## src/stm_pkg.sv

```systemverilog
// Package of the supply, thermal and wake-up monitor: constants and types.
// Assumes a 50 MHz logic clock; wake and pin-mode blanking times are converted to cycle counts here, serial blanking choices in stm_monitor.
package stm_pkg;
	localparam int CLK_MHZ          = 50;
	localparam int WAKE_SHORT_US    = 80;
	localparam int WAKE_PULSE_US    = 200;
	localparam int BLANK_PIN_US     = 128;
	localparam int WAKE_SHORT_CYC   = WAKE_SHORT_US * CLK_MHZ;
	localparam int WAKE_PULSE_CYC   = WAKE_PULSE_US * CLK_MHZ;
	localparam int BLANK_PIN_CYC    = BLANK_PIN_US * CLK_MHZ;
	// Blanking choices for the serial-configured mode, selected by two bits.
	localparam int BLANK_SEL0_US    = 128;
	localparam int BLANK_SEL1_US    = 256;
	localparam int BLANK_SEL2_US    = 512;
	localparam int BLANK_SEL3_US    = 1024;
	localparam int CNT_W            = 16;

	// Interrupt flag bit positions.
	localparam int IRQ_TEMP_BIT     = 0;
	localparam int IRQ_UV_BIT       = 2;
	localparam int IRQ_LOW_BIT      = 3;
	localparam int IRQ_WAKE_BIT     = 6;
	localparam int IRQ_SHUT_BIT     = 7;
	localparam logic [7:0] IRQ_RST  = 8'h00;

	typedef enum logic [1:0] {
		STM_PIN  = 2'b00,
		STM_PAR  = 2'b01,
		STM_MUXC = 2'b10,
		STM_MUXU = 2'b11
	} stm_mode_t;

	typedef enum logic [1:0] {
		STM_IDLE  = 2'b00,
		STM_BLANK = 2'b01,
		STM_SHORT = 2'b10,
		STM_PULSE = 2'b11
	} stm_wake_t;
endpackage : stm_pkg

```

## src/stm_monitor.sv

```systemverilog
// Supply, thermal and wake-up fault monitor with interface mode selection.
// Assumes comparator and pin inputs are asynchronous; reads of the flag register arrive as
// a one-cycle pulse from the serial port logic on this clock.
//
// Behaviour
// - Supply low and undervoltage monitoring only in serial-configured mode.
// - Supply below low-voltage threshold sets supply_low_warn status.
// - With warn enable set, low warning also sets its flag and irq_fault.
// - Supply below lockout sets supply_uv status, its flag and irq_fault.
// - No control can disable undervoltage monitoring or its interrupt.
// - Wake-up recognised when line stays shorted 80 us, any driver configuration.
// - On wake-up, wake_out pulses low for 200 us.
// - Serial mode wake-up sets wake_irq and asserts irq_fault.
// - Serial mode wake_disable suppresses wake-up; pin mode always detects.
// - Wake detection blanked 128 us in pin mode, selectable in serial mode.
// - Serial mode over 140 C sets temp_warn, its flag and irq_fault.
// - temp_warn clears at 125 C; flag and irq hold until flags read.
// - Pin mode raises no overtemperature warning.
// - Over 165 C the line driver and both regulators switch off.
// - Serial configuration port stays operational during thermal shutdown.
// - Serial mode thermal shutdown sets therm_shut status and its flag.
// - Regulators restart after cooling; internal 5V use resets configuration.
// - Mux mode 0: with uart_select high, chip_sel_pp low gives SPI, high gives UART; uart_select low enables both.
// - Mux mode 1: uart_select chooses UART or SPI on shared pins.
// - Mux mode 1: transmit pins sampled on falling edge of uart_select.
`timescale 1ns/1ns
module stm_monitor #(
	parameter int WAKE_SHORT_CYC = stm_pkg::WAKE_SHORT_CYC,
	parameter int WAKE_PULSE_CYC = stm_pkg::WAKE_PULSE_CYC,
	parameter int BLANK_PIN_CYC  = stm_pkg::BLANK_PIN_CYC,
	parameter int BLANK_CYC_0    = stm_pkg::BLANK_SEL0_US * stm_pkg::CLK_MHZ,
	parameter int BLANK_CYC_1    = stm_pkg::BLANK_SEL1_US * stm_pkg::CLK_MHZ,
	parameter int BLANK_CYC_2    = stm_pkg::BLANK_SEL2_US * stm_pkg::CLK_MHZ,
	parameter int BLANK_CYC_3    = stm_pkg::BLANK_SEL3_US * stm_pkg::CLK_MHZ
) (
	input  wire logic       clock_in,
	input  wire logic       srst_in,
	input  wire logic       serial_mode_in,
	input  wire logic       uart_select_in,
	input  wire logic       chip_sel_pp_in,
	input  wire logic       mux_sel_mode_in,
	input  wire logic       shared_in_tx_in,
	input  wire logic       shared_clk_txen_in,
	input  wire logic       supply_low_cmp_in,
	input  wire logic       supply_uv_cmp_in,
	input  wire logic       temp_warn_cmp_in,
	input  wire logic       temp_shut_cmp_in,
	input  wire logic       line_short_cmp_in,
	input  wire logic       driver_on_in,
	input  wire logic       supply_low_warn_enable_in,
	input  wire logic       wake_disable_in,
	input  wire logic       blank_sel_lo_in,
	input  wire logic       blank_sel_hi_in,
	input  wire logic       int5v_used_in,
	input  wire logic       irq_read_in,
	output logic [7:0]      irq_flags_out,
	output logic            supply_low_warn_out,
	output logic            supply_uv_out,
	output logic            temp_warn_out,
	output logic            therm_shut_out,
	output logic            irq_fault_n_out,
	output logic            wake_n_out,
	output logic            driver_off_out,
	output logic            regulators_off_out,
	output logic            config_reset_out,
	output logic            spi_active_out,
	output logic            uart_active_out,
	output logic            tx_data_out,
	output logic            tx_en_out
);
	////////////////////////////////////////////////////////////////////////////////////
	// Synchronisers for every asynchronous level.

	localparam int NSYNC = 10;
	logic [NSYNC-1:0] raw;
	logic [NSYNC-1:0] syn;
	assign raw = {supply_low_cmp_in, supply_uv_cmp_in, temp_warn_cmp_in, temp_shut_cmp_in,
	              line_short_cmp_in, serial_mode_in, uart_select_in, chip_sel_pp_in,
	              shared_in_tx_in, shared_clk_txen_in};

	stm_sync #(.W(NSYNC)) u_sync (
		.clock_in (clock_in),
		.srst_in  (srst_in),
		.async_in (raw),
		.sync_out (syn)
	);

	logic low_s;
	logic uv_s;
	logic tw_s;
	logic ts_s;
	logic short_s;
	logic serial_s;
	logic usel_s;
	logic cs_s;
	logic tx_s;
	logic txen_s;
	assign {low_s, uv_s, tw_s, ts_s, short_s, serial_s, usel_s, cs_s, tx_s, txen_s} = syn;

	////////////////////////////////////////////////////////////////////////////////////
	// Interface mode selection.

	stm_pkg::stm_mode_t mode;
	always_comb begin
		if (!serial_s)
			mode = stm_pkg::STM_PIN;
		else if (!usel_s && !mux_sel_mode_in)
			mode = stm_pkg::STM_PAR;
		else if (!mux_sel_mode_in)
			mode = stm_pkg::STM_MUXC;
		else
			mode = stm_pkg::STM_MUXU;
	end

	always_comb begin
		unique case (mode)
			stm_pkg::STM_PIN: begin
				spi_active_out  = 1'b0;
				uart_active_out = 1'b1;
			end
			stm_pkg::STM_PAR: begin
				spi_active_out  = 1'b1;
				uart_active_out = 1'b1;
			end
			stm_pkg::STM_MUXC: begin
				spi_active_out  = !cs_s;
				uart_active_out = cs_s;
			end
			stm_pkg::STM_MUXU: begin
				spi_active_out  = !usel_s;
				uart_active_out = usel_s;
			end
		endcase
	end

	// In mux mode 1 the transmit pins are latched when uart_select falls so the line never sees the SPI
	// traffic that follows on the shared pins.
	logic usel_prev_q;
	always_ff @(posedge clock_in) begin
		if (srst_in)
			usel_prev_q <= 1'b0;
		else
			usel_prev_q <= usel_s;
	end

	always_ff @(posedge clock_in) begin
		if (srst_in) begin
			tx_data_out <= 1'b1;
			tx_en_out   <= 1'b0;
		end else if (mode == stm_pkg::STM_MUXU) begin
			if (usel_prev_q && !usel_s) begin
				tx_data_out <= tx_s;
				tx_en_out   <= txen_s;
			end
		end else begin
			tx_data_out <= tx_s;
			tx_en_out   <= txen_s;
		end
	end

	////////////////////////////////////////////////////////////////////////////////////
	// Status bits.

	logic serial_on;
	assign serial_on = (mode != stm_pkg::STM_PIN);

	always_ff @(posedge clock_in) begin
		if (srst_in) begin
			supply_low_warn_out <= 1'b0;
			supply_uv_out       <= 1'b0;
			temp_warn_out       <= 1'b0;
			therm_shut_out      <= 1'b0;
		end else begin
			supply_low_warn_out <= serial_on && low_s;
			supply_uv_out       <= serial_on && uv_s;
			// The comparator carries the 140/125 C hysteresis itself.
			temp_warn_out       <= serial_on && tw_s;
			therm_shut_out      <= serial_on && ts_s;
		end
	end

	////////////////////////////////////////////////////////////////////////////////////
	// Thermal shutdown and restart.

	logic ts_prev_q;
	always_ff @(posedge clock_in) begin
		if (srst_in)
			ts_prev_q <= 1'b0;
		else
			ts_prev_q <= ts_s;
	end

	// Driver and regulators follow the shutdown comparator in every mode; the serial
	// port logic is not gated, so configuration access survives shutdown.
	assign driver_off_out     = ts_s;
	assign regulators_off_out = ts_s;
	assign config_reset_out   = ts_prev_q && !ts_s && int5v_used_in;

	////////////////////////////////////////////////////////////////////////////////////
	// Wake-up detection.

	logic [stm_pkg::CNT_W-1:0] blank_cyc;
	always_comb begin
		if (mode == stm_pkg::STM_PIN)
			blank_cyc = stm_pkg::CNT_W'(BLANK_PIN_CYC);
		else begin
			unique case ({blank_sel_hi_in, blank_sel_lo_in})
				2'b00: blank_cyc = stm_pkg::CNT_W'(BLANK_CYC_0);
				2'b01: blank_cyc = stm_pkg::CNT_W'(BLANK_CYC_1);
				2'b10: blank_cyc = stm_pkg::CNT_W'(BLANK_CYC_2);
				2'b11: blank_cyc = stm_pkg::CNT_W'(BLANK_CYC_3);
			endcase
		end
	end

	logic wake_en;
	assign wake_en = (mode == stm_pkg::STM_PIN) || !wake_disable_in;

	stm_pkg::stm_wake_t        wst_q;
	logic [stm_pkg::CNT_W-1:0] wcnt_q;
	logic                      wake_evt;
	assign wake_evt = (wst_q == stm_pkg::STM_SHORT) && short_s &&
	                  (wcnt_q == stm_pkg::CNT_W'(WAKE_SHORT_CYC - 1));

	// Any driver configuration is covered: the short comparator fires on overcurrent
	// whether the stage is push-pull, high-side or low-side.
	always_ff @(posedge clock_in) begin
		if (srst_in) begin
			wst_q  <= stm_pkg::STM_IDLE;
			wcnt_q <= '0;
		end else begin
			unique case (wst_q)
				stm_pkg::STM_IDLE: begin
					wcnt_q <= '0;
					if (wake_en && driver_on_in && short_s)
						wst_q <= stm_pkg::STM_BLANK;
				end
				stm_pkg::STM_BLANK: begin
					if (!short_s || !wake_en) begin
						wst_q <= stm_pkg::STM_IDLE;
					end else if (wcnt_q == blank_cyc - 1'b1) begin
						wst_q  <= stm_pkg::STM_SHORT;
						wcnt_q <= '0;
					end else
						wcnt_q <= wcnt_q + 1'b1;
				end
				stm_pkg::STM_SHORT: begin
					if (!short_s || !wake_en) begin
						wst_q <= stm_pkg::STM_IDLE;
					end else if (wake_evt) begin
						wst_q  <= stm_pkg::STM_PULSE;
						wcnt_q <= '0;
					end else
						wcnt_q <= wcnt_q + 1'b1;
				end
				stm_pkg::STM_PULSE: begin
					if (wcnt_q == stm_pkg::CNT_W'(WAKE_PULSE_CYC - 1)) begin
						wst_q  <= stm_pkg::STM_IDLE;
						wcnt_q <= '0;
					end else
						wcnt_q <= wcnt_q + 1'b1;
				end
			endcase
		end
	end

	always_ff @(posedge clock_in) begin
		if (srst_in)
			wake_n_out <= 1'b1;
		else
			wake_n_out <= !(wake_evt || (wst_q == stm_pkg::STM_PULSE &&
			              wcnt_q != stm_pkg::CNT_W'(WAKE_PULSE_CYC - 1)));
	end

	////////////////////////////////////////////////////////////////////////////////////
	// Latched interrupt flags; a new event wins over a read in the same cycle.

	logic [7:0] set_d;
	always_comb begin
		set_d = 8'h00;
		set_d[stm_stm_bits(stm_pkg::IRQ_LOW_BIT)]  = serial_on && low_s && !supply_low_warn_out
		                                            && supply_low_warn_enable_in;
		set_d[stm_stm_bits(stm_pkg::IRQ_UV_BIT)]   = serial_on && uv_s && !supply_uv_out;
		set_d[stm_stm_bits(stm_pkg::IRQ_TEMP_BIT)] = serial_on && tw_s && !temp_warn_out;
		set_d[stm_stm_bits(stm_pkg::IRQ_SHUT_BIT)] = serial_on && ts_s && !therm_shut_out;
		set_d[stm_stm_bits(stm_pkg::IRQ_WAKE_BIT)] = serial_on && wake_evt;
	end

	function automatic logic [2:0] stm_stm_bits(input int b);
		stm_stm_bits = b[2:0];
	endfunction : stm_stm_bits

	always_ff @(posedge clock_in) begin
		if (srst_in)
			irq_flags_out <= stm_pkg::IRQ_RST;
		else if (irq_read_in)
			irq_flags_out <= set_d;
		else
			irq_flags_out <= irq_flags_out | set_d;
	end

	assign irq_fault_n_out = ~|irq_flags_out;
endmodule : stm_monitor

```

## src/stm_sync.sv

```systemverilog
// Two-flop synchroniser for a vector of asynchronous levels.
// Assumes inputs are quasi-static comparator levels; no bus coherency.
`timescale 1ns/1ns
module stm_sync #(
	parameter int W = 1
) (
	input  wire logic         clock_in,
	input  wire logic         srst_in,
	input  wire logic [W-1:0] async_in,
	output logic      [W-1:0] sync_out
);
	logic [W-1:0] meta_q;

	always_ff @(posedge clock_in) begin
		if (srst_in) begin
			meta_q   <= '0;
			sync_out <= '0;
		end else begin
			meta_q   <= async_in;
			sync_out <= meta_q;
		end
	end
endmodule : stm_sync

```

## config.mk

```make
export PLATFORM = sky130hd
export DESIGN_NAME = stm_monitor
export DESIGN_NICKNAME = d
export VERILOG_FILES = /design/src/stm_pkg.sv /design/src/stm_monitor.sv /design/src/stm_sync.sv
export SDC_FILE = /design/constraint.sdc
export NUM_CORES = 1
export LEC_CHECK = 0
export BUFFER_PORTS_ARGS = -buffer_cell sky130_fd_sc_hd__buf_2
export CORE_UTILIZATION = 31
export CTS_CLUSTER_SIZE = 25
export DETAILED_ROUTE_END_ITERATION = 8
export GPL_TIMING_DRIVEN = 0
export PLACE_DENSITY_LB_ADDON = 0.3
export SLEW_MARGIN = 20
export SYNTH_ARGS = -nofsm -noshare
export SYNTH_HDL_FRONTEND = slang
export SYNTH_SLANG_ARGS = --single-unit
```

## constraint.sdc

```tcl
create_clock -name clock_in -period 4.9 [get_ports clock_in]
set_clock_uncertainty 0.1 [all_clocks]
set_input_delay 0.245 -clock clock_in [delete_from_list [all_inputs] [get_ports clock_in]]
set_output_delay 0.245 -clock clock_in [all_outputs]
set_load 0.05 [all_outputs]
```

# Word level (Yosys, flattened, before mapping)
# Index checks and enable logic that the tools add are counted.
[word_totals] word_cells=107 out_inout_bits=21 in_bits=20 ff_bits=55
[classes] bitwise_logic=1 n_reduce_logical=44 n_eq_ne=20 n_mux=25 n_addsub=2
[ops] op="case mux 16 bit (4 select lines)" count=2
[ops] op="two-way mux 16 bit" count=6
[ops] op="logical AND 1 bit" count=19
[ops] op="adder 16 x 1 -> 16 bit (second input constant)" count=1
[ops] op="equality test 16 x 12 -> 1 bit (second input constant)" count=1
[ops] op="equality test 16 x 14 -> 1 bit (second input constant)" count=1
[ops] op="equality test 16 bit" count=1
[ops] op="two-way mux 2 bit" count=8
[ops] op="inequality test 16 x 14 -> 1 bit (second input constant)" count=1
[ops] op="subtractor 16 x 1 -> 16 bit (second input constant)" count=1
[ops] op="zero test 1 bit" count=13
[ops] op="equality test 2 bit (second input constant)" count=6
[ops] op="two-way mux 8 bit" count=1
[ops] op="inequality test 2 bit (second input constant)" count=4
[ops] op="OR 8 bit" count=1
[ops] op="case mux 2 bit (4 select lines)" count=1
[ops] op="OR reduction 8 bit" count=1
[ops] op="equality test 2 x 1 -> 1 bit (second input constant)" count=3
[ops] op="zero test 2 bit" count=3
[ops] op="two-way mux 1 bit" count=5
[ops] op="case mux 1 bit (4 select lines)" count=1
[ops] op="AND reduction 4 bit" count=1
[ops] op="OR reduction 2 bit" count=2
[ops] op="logical OR 1 bit" count=3
[ops] op="6 further kinds" count=6

# Logic depth before layout (Yosys ltp)
# Gate-level depths: netlist of the first run.
[depth] word_depth=11 ltp_mapped=12 ltp_nobuf=11

# By module
# From an unflattened synthesis of the first run, not the netlist that was laid out.
[unflattened] hier_cells=272 area_unflattened_um2=2466.1
[by_module_without_submodules] module="stm_monitor" seq_area_each_um2=640.6 n_inst=1 area_each_um2=1848.0 cells_each=230
[by_module_without_submodules] module="stm_sync" seq_area_each_um2=400.4 n_inst=1 area_each_um2=618.1 cells_each=42

# Worst setup path after synthesis of the first run
# OpenSTA, ideal clock, no wires.
[synth_path] kind="input to register" startpoint="input port blank_sel_lo_in" endpoint="register wcnt_q[12] (netlist name)" path_buffers=1 setup_slack_ns=2.424 arrival_time_ns=2.251 required_ns=4.675 cell_stages=12 setup_time_ns=0.125 path_cell_list="inv_1 ha_1 nor2b_1 ha_1 and4b_1 xor3_1 o22ai_1 o221a_4 a21oi_4 buf_6 a22oi_2 o41ai_2"
[synth_between] elab_chain_len=8 word_cells_on_any_way=11 cone_classes="1 x add/sub; 4 x eq/ne; 5 x mux; 1 x reduce/logical"
[synth_lines] element="start: declaration" line_no="stm_monitor.sv:52" text="input wire logic blank_sel_lo_in,"
[synth_lines] element="equality test 2 bit (tied with other cells)" line_no="stm_monitor.sv:207" text="unique case ({blank_sel_hi_in, blank_sel_lo_in})"
[synth_lines] element="case mux 16 bit (4 select lines) *" line_no="stm_monitor.sv:207"
[synth_lines] element="two-way mux 16 bit *" line_no="stm_monitor.sv:204" text="if (mode == stm_pkg::STM_PIN)"
[synth_lines] element="subtractor 16 x 1 -> 16 bit *" line_no="stm_monitor.sv:241" text="end else if (wcnt_q == blank_cyc - 1'b1) begin"
[synth_lines] element="equality test 16 bit *" line_no="stm_monitor.sv:241"
[synth_lines] element="two-way mux 16 bit *" line_no="stm_monitor.sv:241"
[synth_lines] element="two-way mux 16 bit *" line_no="stm_monitor.sv:239" text="if (!short_s || !wake_en) begin"
[synth_lines] element="case mux 16 bit (4 select lines) *" line_no="stm_monitor.sv:232" text="unique case (wst_q)"
[synth_lines] element="end signal: assignment" line_no="stm_monitor.sv:245" text="wcnt_q <= wcnt_q + 1'b1;"
[synth_lines] element="end signal: assignment" line_no="stm_monitor.sv:254" text="wcnt_q <= wcnt_q + 1'b1;"
[synth_lines] element="end signal: assignment" line_no="stm_monitor.sv:261" text="wcnt_q <= wcnt_q + 1'b1;"
[synth_lines] element="end: declaration" line_no="stm_monitor.sv:220" text="logic [stm_pkg::CNT_W-1:0] wcnt_q;"
# Every way passes the cells marked *; elsewhere a longest branch is shown, timed or not. The select of a mux whose other input is x is not followed.
# A chain may end at the register's enable or synchronous reset.

# Worst setup path in the final report of the first run
[layout_path] startpoint="register u_sync.sync_out[4]" endpoint="register wcnt_q[12] (netlist name)"
[layout_between] elab_chain_len=8 word_cells_on_any_way=14 cone_classes="1 x add/sub; 3 x eq/ne; 5 x mux; 5 x reduce/logical"
[layout_lines] element="start: declaration" line_no="stm_sync.sv:10" text="output logic [W-1:0] sync_out"
[layout_lines] element="start signal: assignment" line_no="stm_sync.sv:20" text="sync_out <= meta_q;"
[layout_lines] element="two-way mux 2 bit *" line_no="stm_monitor.sv:105" text="if (!serial_s)"
[layout_lines] element="zero test 2 bit *" line_no="stm_monitor.sv:204, stm_monitor.sv:217"
[layout_lines] element="two-way mux 16 bit" line_no="stm_monitor.sv:204"
[layout_lines] element="subtractor 16 x 1 -> 16 bit" line_no="stm_monitor.sv:241"
[layout_lines] element="equality test 16 bit" line_no="stm_monitor.sv:241"
[layout_lines] element="two-way mux 16 bit" line_no="stm_monitor.sv:241"
[layout_lines] element="two-way mux 16 bit" line_no="stm_monitor.sv:239"
[layout_lines] element="case mux 16 bit (4 select lines)" line_no="stm_monitor.sv:232"
# Marks and branches as above.

==> results.yml, run 1 <==
outcome:
  status: "finished, final reports clean"
global_route:
  track_usage: 0.129
  antenna_found_initial: 0
  grt_max_degree: 18
  grt_first_pass_wirelength_microns: 8900
  grt_pass1_vias: 1941
  gr-total-overflow: 0
cts:
  cts_buffers: 5
  clock_path_buffers: 2
  ctsResizeCount: 0
  post_cts_buffers: 0
  htree_levels: 2
  holdBufCountCts: 0
  insertion_delay_ps: 320
  cts_tree: "yes"
  cts_root_buffer: "clkbuf_8"
  clk_pin_slew_ps: 110
  clock-sinks: 52
synthesis:
  synthArstFlopShare: 0
  synth.distinct_cells: 62
  synth_edf_count: 0
  netlist_area_sq_um: 2540
  yosys-top-cells-area: "dfxtp_1 (41%), nor2b_1 (6.4%), nand2_1 (3.7%), ha_1 (3.4%), nand3_1 (3.2%)"
  syn_avg_cell_area_sq_um: 9.37
  synth_top_area_share: 0.410
  ys_warn_count: 0
  synth_top_area_cell: "dfxtp_1"
  ys_seq_elements: 52
  synth_flop_cell: "dfxtp_1"
  synthCells: 271
  ys_seq_area_frac: 0.410
pwr:
  netSwitchingFraction: 0.262
  seqPwrFrac: 0.574
  fin_total_pwr_uw: 758
  internal-power_uw: 559
  p_switching_uw: 198
  ir_worst_vdd_uv: 191
  combPwrFrac: 0.085
  p_per_area_nw_per_um2: 257
  p_leak_nw: 1.23
  clock_power_share: 0.341
min_path:
  worstHoldEndpoint: "u_sync.meta_q[2]"
  hold_path_startpoint: "chip_sel_pp_in"
  hold-path-cell-count: 2
  hold_path_class: "input port to flop"
floorplan:
  io_pins: 41
  num_rows: 32
  initial_core_util: 0.325
  die_w_microns: 92.5
  die-area_sq_um: 8560
  core-area_sq_um: 7810
  die_y_microns: 92.5
detailed_routing:
  wire_per_inst_microns: 12.1
  vias_per_cell: 4.82
  wl_microns: 5080
  route.vias.total: 2021
  drt_iter0_drc: 45
  drcViolationCount: 0
  drtPass1Iterations: 4
  ant_nets: 0
place:
  hpwlAfterDp_microns: 3850
  pre_cts_slack_ps: 2060
  routabilityCongestion: 0.759
  io_buffers: 36
  dp.cells: 411
  place_area_sq_um: 2860
layout:
  layout_commonest_cell: "dfxtp_1"
  drive_above_1_share: 0.246
  final_cells: 419
  nets: 343
  insertedDiodeCount: 0
  fin_util: 0.377
  final_cell_area_sq_um: 2950
  area_growth_pct: 16.0
  layout_common_cells: "dfxtp_1 (52), buf_2 (42), nor2b_1 (26)"
timing:
  tightestPinTransition_ps: 504
  period_minus_slack_ps: 2730
  drv_slew: 0
  timing.setup.tns_ps: 0
  fin_ws_ps: 2170
  finalCritPeriodShare: 0.557
  slew_headroom: 0.664
  rsz0062_at_grt: "false"
  fmax_ghz: 0.367
  worst_hold_slack_ps: 31.9
  hold_violations: 0
  setup_violations: 0
critical_path:
  r2r_start: "u_sync.sync_out[4]"
  crit_type: "flop to flop"
  reg2regPathDepth: 11
  crit_required_ps: 5020
  crit-reg2reg-capture: "wcnt_q[12]"
  r2r_setup_slack_ps: 2170
  start_kind: "flop"
  cp-end-kind: "flop"
  critPathArrivalTime_ps: 2850
  path_max_fanout: 10
job:
  cap_viol_max_count: 0
==> synth_stat cells, types with 4 or more instances <==
| library cell | count |
|---|---|
| dfxtp_1 | 52 |
| nor2b_1 | 26 |
| nand2_1 | 25 |
| nand3_1 | 16 |
| nor2_1 | 15 |
| inv_1 | 11 |
| o21ai_0 | 11 |
| and3_1 | 8 |
| ha_1 | 7 |
| buf_2 | 6 |
| a21oi_1 | 5 |
| buf_4 | 5 |
| a211oi_1 | 4 |
| and2_1 | 4 |
| clkbuf_1 | 4 |
| nand3b_1 | 4 |
| o311ai_2 | 4 |
==> critical path, stage by stage, from the launching register on <==
cell and delay [ps]:
dfxtp_1 330, buf_6 130, buf_2 220, nand2_1 80
ha_1 210, xnor2_1 160, o311a_1 420, o31ai_4 390
a21oi_4 160, buf_6 170, a22oi_2 160, o41ai_2 90
==> worst max path at each step <==
stage / start / endpoint / slack [ps] / cells after the start
3_3_place_gp: blank_sel_lo_in / wcnt_q[12] / 2070 / 13
5_1_grt: u_sync.sync_out[4] / wcnt_q[12] / 2020 / 11
4_1_cts: u_sync.sync_out[4] / wcnt_q[12] / 2150 / 11
6_report: u_sync.sync_out[4] / wcnt_q[12] / 2170 / 11
3_5_place_dp: blank_sel_lo_in / wcnt_q[12] / 2060 / 13
2_1_floorplan: blank_sel_lo_in / wcnt_q[12] / 2420 / 12
==> metal layers <==
metal	GRT usage	vias to the layer above	routed length (microns)
met1	0.162	940	2460
met2	0.220	39	2380
li1	-	1037	-
met3	0.0369	5	201
met5	0	-	0
met4	0.0260	0	38
==> logic make-up (layout without fill, tap and decap cells) <==
kind of cell               after synthesis  in the layout  synth area share
xor gates and xnor gates                 7              7            0.0301
DFF                                     52             52             0.410
muxes                                    3              3            0.0143
AOI/OAI and AO/OA                       50             50             0.177
adders and majority gates                7              7            0.0345
buffers and inverters                   30             74            0.0635
and+or+nand+nor                        121            121             0.269
other                                    1              3           0.00148
==> power by group through the flow <==
stage                     registers, mW  logic, mW  clock network [mW]
after floorplan                   0.450     0.0421                   0
after global placement            0.445     0.0641                   0
after detailed placement          0.445     0.0648                   0
after CTS                         0.435     0.0650               0.265
after global routing              0.437     0.0703               0.281
final                             0.435     0.0642               0.258
==> state kept, by name, indices dropped and copies added, names as in the netlist, 2 cells and up <==
signal	count
u_sync.sync_out	10
u_sync.meta_q	10
irq_flags_out	5
wst_q	2
wcnt_q	16
==> final cells by class <==
cell class / count / area, sq um
plain buffers: 19 / 120
clock buffers: 5 / 68.8
clock inverters: 3 / 22.5
fillers: 808 / 4860
inverters: 11 / 41.3
multi-input cells: 191 / 1350
flip-flops and latches: 52 / 1040
well taps: 102 / 128
repair buffers: 36 / 180
Note: power is estimated with default switching activity, not from simulation.
==> run 2, diff against run 1 <==
- clock period: 4.9 -> 2.3 ns (I/O delays scaled with it)
==> results.yml, run 2 (same netlist as run 1, synthesis figures left out) <==
layout:
  insertedDiodeCount: 0
  fin_util: 0.419
  fillers: 794
  largestRegisters: "wcnt_q: 16 flops, u_sync.meta_q: 10 flops, u_sync.sync_out: 10 flops"
  drive_above_1_share: 0.300
  largest_register_ffs: 16
  largest-register: "wcnt_q"
  layout_commonest_cell: "dfxtp_1"
  final_cell_area_sq_um: 3270
  nets: 366
  final_cells: 442
  area_growth_pct: 28.8
  layout_common_cells: "dfxtp_1 (49), buf_2 (40), nor2b_1 (25)"
place:
  io_buffers: 36
  dp.cells: 411
  place_area_sq_um: 2900
  routabilityCongestion: 0.766
  pre_cts_slack_ps: -298
  hpwlAfterDp_microns: 3880
global_route:
  track_usage: 0.139
  grt_max_degree: 19
  grt_first_pass_wirelength_microns: 9540
  antenna_found_initial: 0
  grt_pass1_vias: 2099
  gr-total-overflow: 0
critical_path:
  path_cells: "nor2b_4 -> ha_4 -> and4b_1 -> xor3_1 -> o22ai_2 -> o221a_4 -> a21oi_4 -> buf_6 -> a31oi_4 -> o31ai_1"
  worst_path_max_delay_cell: "dfxtp_4"
  crit_type: "flop to flop"
  critPathArrivalTime_ps: 2460
  crit_required_ps: 2410
  path_max_fanout: 8
  start_kind: "flop"
  cp-end-kind: "flop"
  cpPeakStageDelay_ps: 390
detailed_routing:
  route.vias.total: 2146
  vias_per_cell: 4.86
  wl_microns: 5580
  drcViolationCount: 0
  drtPass1Iterations: 4
  ant_nets: 0
  wire_per_inst_microns: 12.6
  drt_iter0_drc: 56
floorplan:
  initial_core_util: 0.325
  num_rows: 32
  die_y_microns: 92.5
  die_w_microns: 92.5
  core-area_sq_um: 7810
  die-area_sq_um: 8560
  io_pins: 41
cts:
  htree_levels: 2
  clock-sinks: 52
  cts_buffers: 5
  cts_root_buffer: "clkbuf_8"
  insertion_delay_ps: 320
  clk_pin_slew_ps: 110
  cts_tree: "yes"
  clock_path_buffers: 2
timing:
  slew_headroom: 0.652
  setup_violations: 10
  finalCritPeriodShare: 1.02
  drv_slew: 0
  fmax_ghz: 0.425
  fin_ws_ps: -54.2
  tightestPinTransition_ps: 523
  period_minus_slack_ps: 2350
  hold_violations: 0
  rsz0062_at_grt: "true"
outcome:
  violations: "setup timing"
  status: "finished, violations left"
pwr:
  p_per_area_nw_per_um2: 506
  ir_worst_vdd_uv: 367
  fin_total_pwr_mw: 1.65
  p_leak_nw: 1.36
job:
  cap_viol_max_count: 0
min_path:
  hold_path_class: "input port to flop"
run 2: cell types whose count changed in the layout (fill, tap and decap cells not counted), moves of 2 or more:
cell           before  now
buf_2              42   40
buf_4               5   17
dfxtp_1            52   49
dfxtp_2             0    2
dlygate4sd3_1       0   11
ha_1                7    5
ha_4                0    2
nand2_4             0    2
o21ai_0            11    7
o21ai_1             1    5
run 2: per-layer routing:
metal,GRT usage,up-vias,wire length [microns]
met5,0,-,0
met4,0.0260,0,56
met3,0.0312,8,174
li1,-,1079,-
met2,0.249,42,2820
met1,0.169,1017,2530
run 2: per-stage QoR:
step	TNS [ps]	hold slack (ps)
floorplan	-0.138	143
global placement	-3090	222
detailed placement	-3400	228
CTS	-1150	21.5
global route	-1920	68.8
finish	-352	18.1
run 2: final cells by class:
| class | count | area (sq um) | area share |
|---|---|---|---|
| Buffer | 18 | 121 | 0.0371 |
| Timing Repair Buffer | 60 | 395 | 0.121 |
| Tap cell | 102 | 128 | 0.0390 |
| Clock buffer | 5 | 68.8 | 0.0210 |
| Inverter | 11 | 41.3 | 0.0126 |
| Sequential cell | 52 | 1050 | 0.320 |
| Multi-Input combinational cell | 191 | 1440 | 0.441 |
| Clock inverter | 3 | 27.5 | 0.00842 |
run 2: worst max-delay path: cells and delay by family (launching register included):
kind	cells	cell delay, ps
AO/OA/AOI/OAI	5	800
AND/OR/NAND/NOR	2	400
XOR/XNOR	1	240
adder cells (fa/ha/maj)	1	150
buffers and inverters	1	170
flip-flops	1	390
run 2: timing repair:
item | CTS | global route
cloned | 2 | 0
pin swaps | 8 | 8
buffers inserted | 9 | 2
endpoints found under the setup margin | 15 | 17
hold buffers | 11 | 0
endpoints found under the hold margin | 11 | 0
gates resized for setup | 14 | 8
run 2: power by group:
group / internal [mW] / total [mW] / switching, mW
Sequential: 0.919 / 0.928 / 0.00807
Clock: 0.224 / 0.563 / 0.339
Combinational: 0.0721 / 0.163 / 0.0905
run 2: path summary, 6_finish.rpt:
path                       from          endpoint  slack, ps  cells after the start
max reg2reg  u_sync.sync_out[4]         wcnt_q[4]        -50                     10
min                 irq_read_in  irq_flags_out[0]         20                      4
max          u_sync.sync_out[4]         wcnt_q[4]        -50                     10
min reg2reg  u_sync.sync_out[7]     temp_warn_out        340                      2
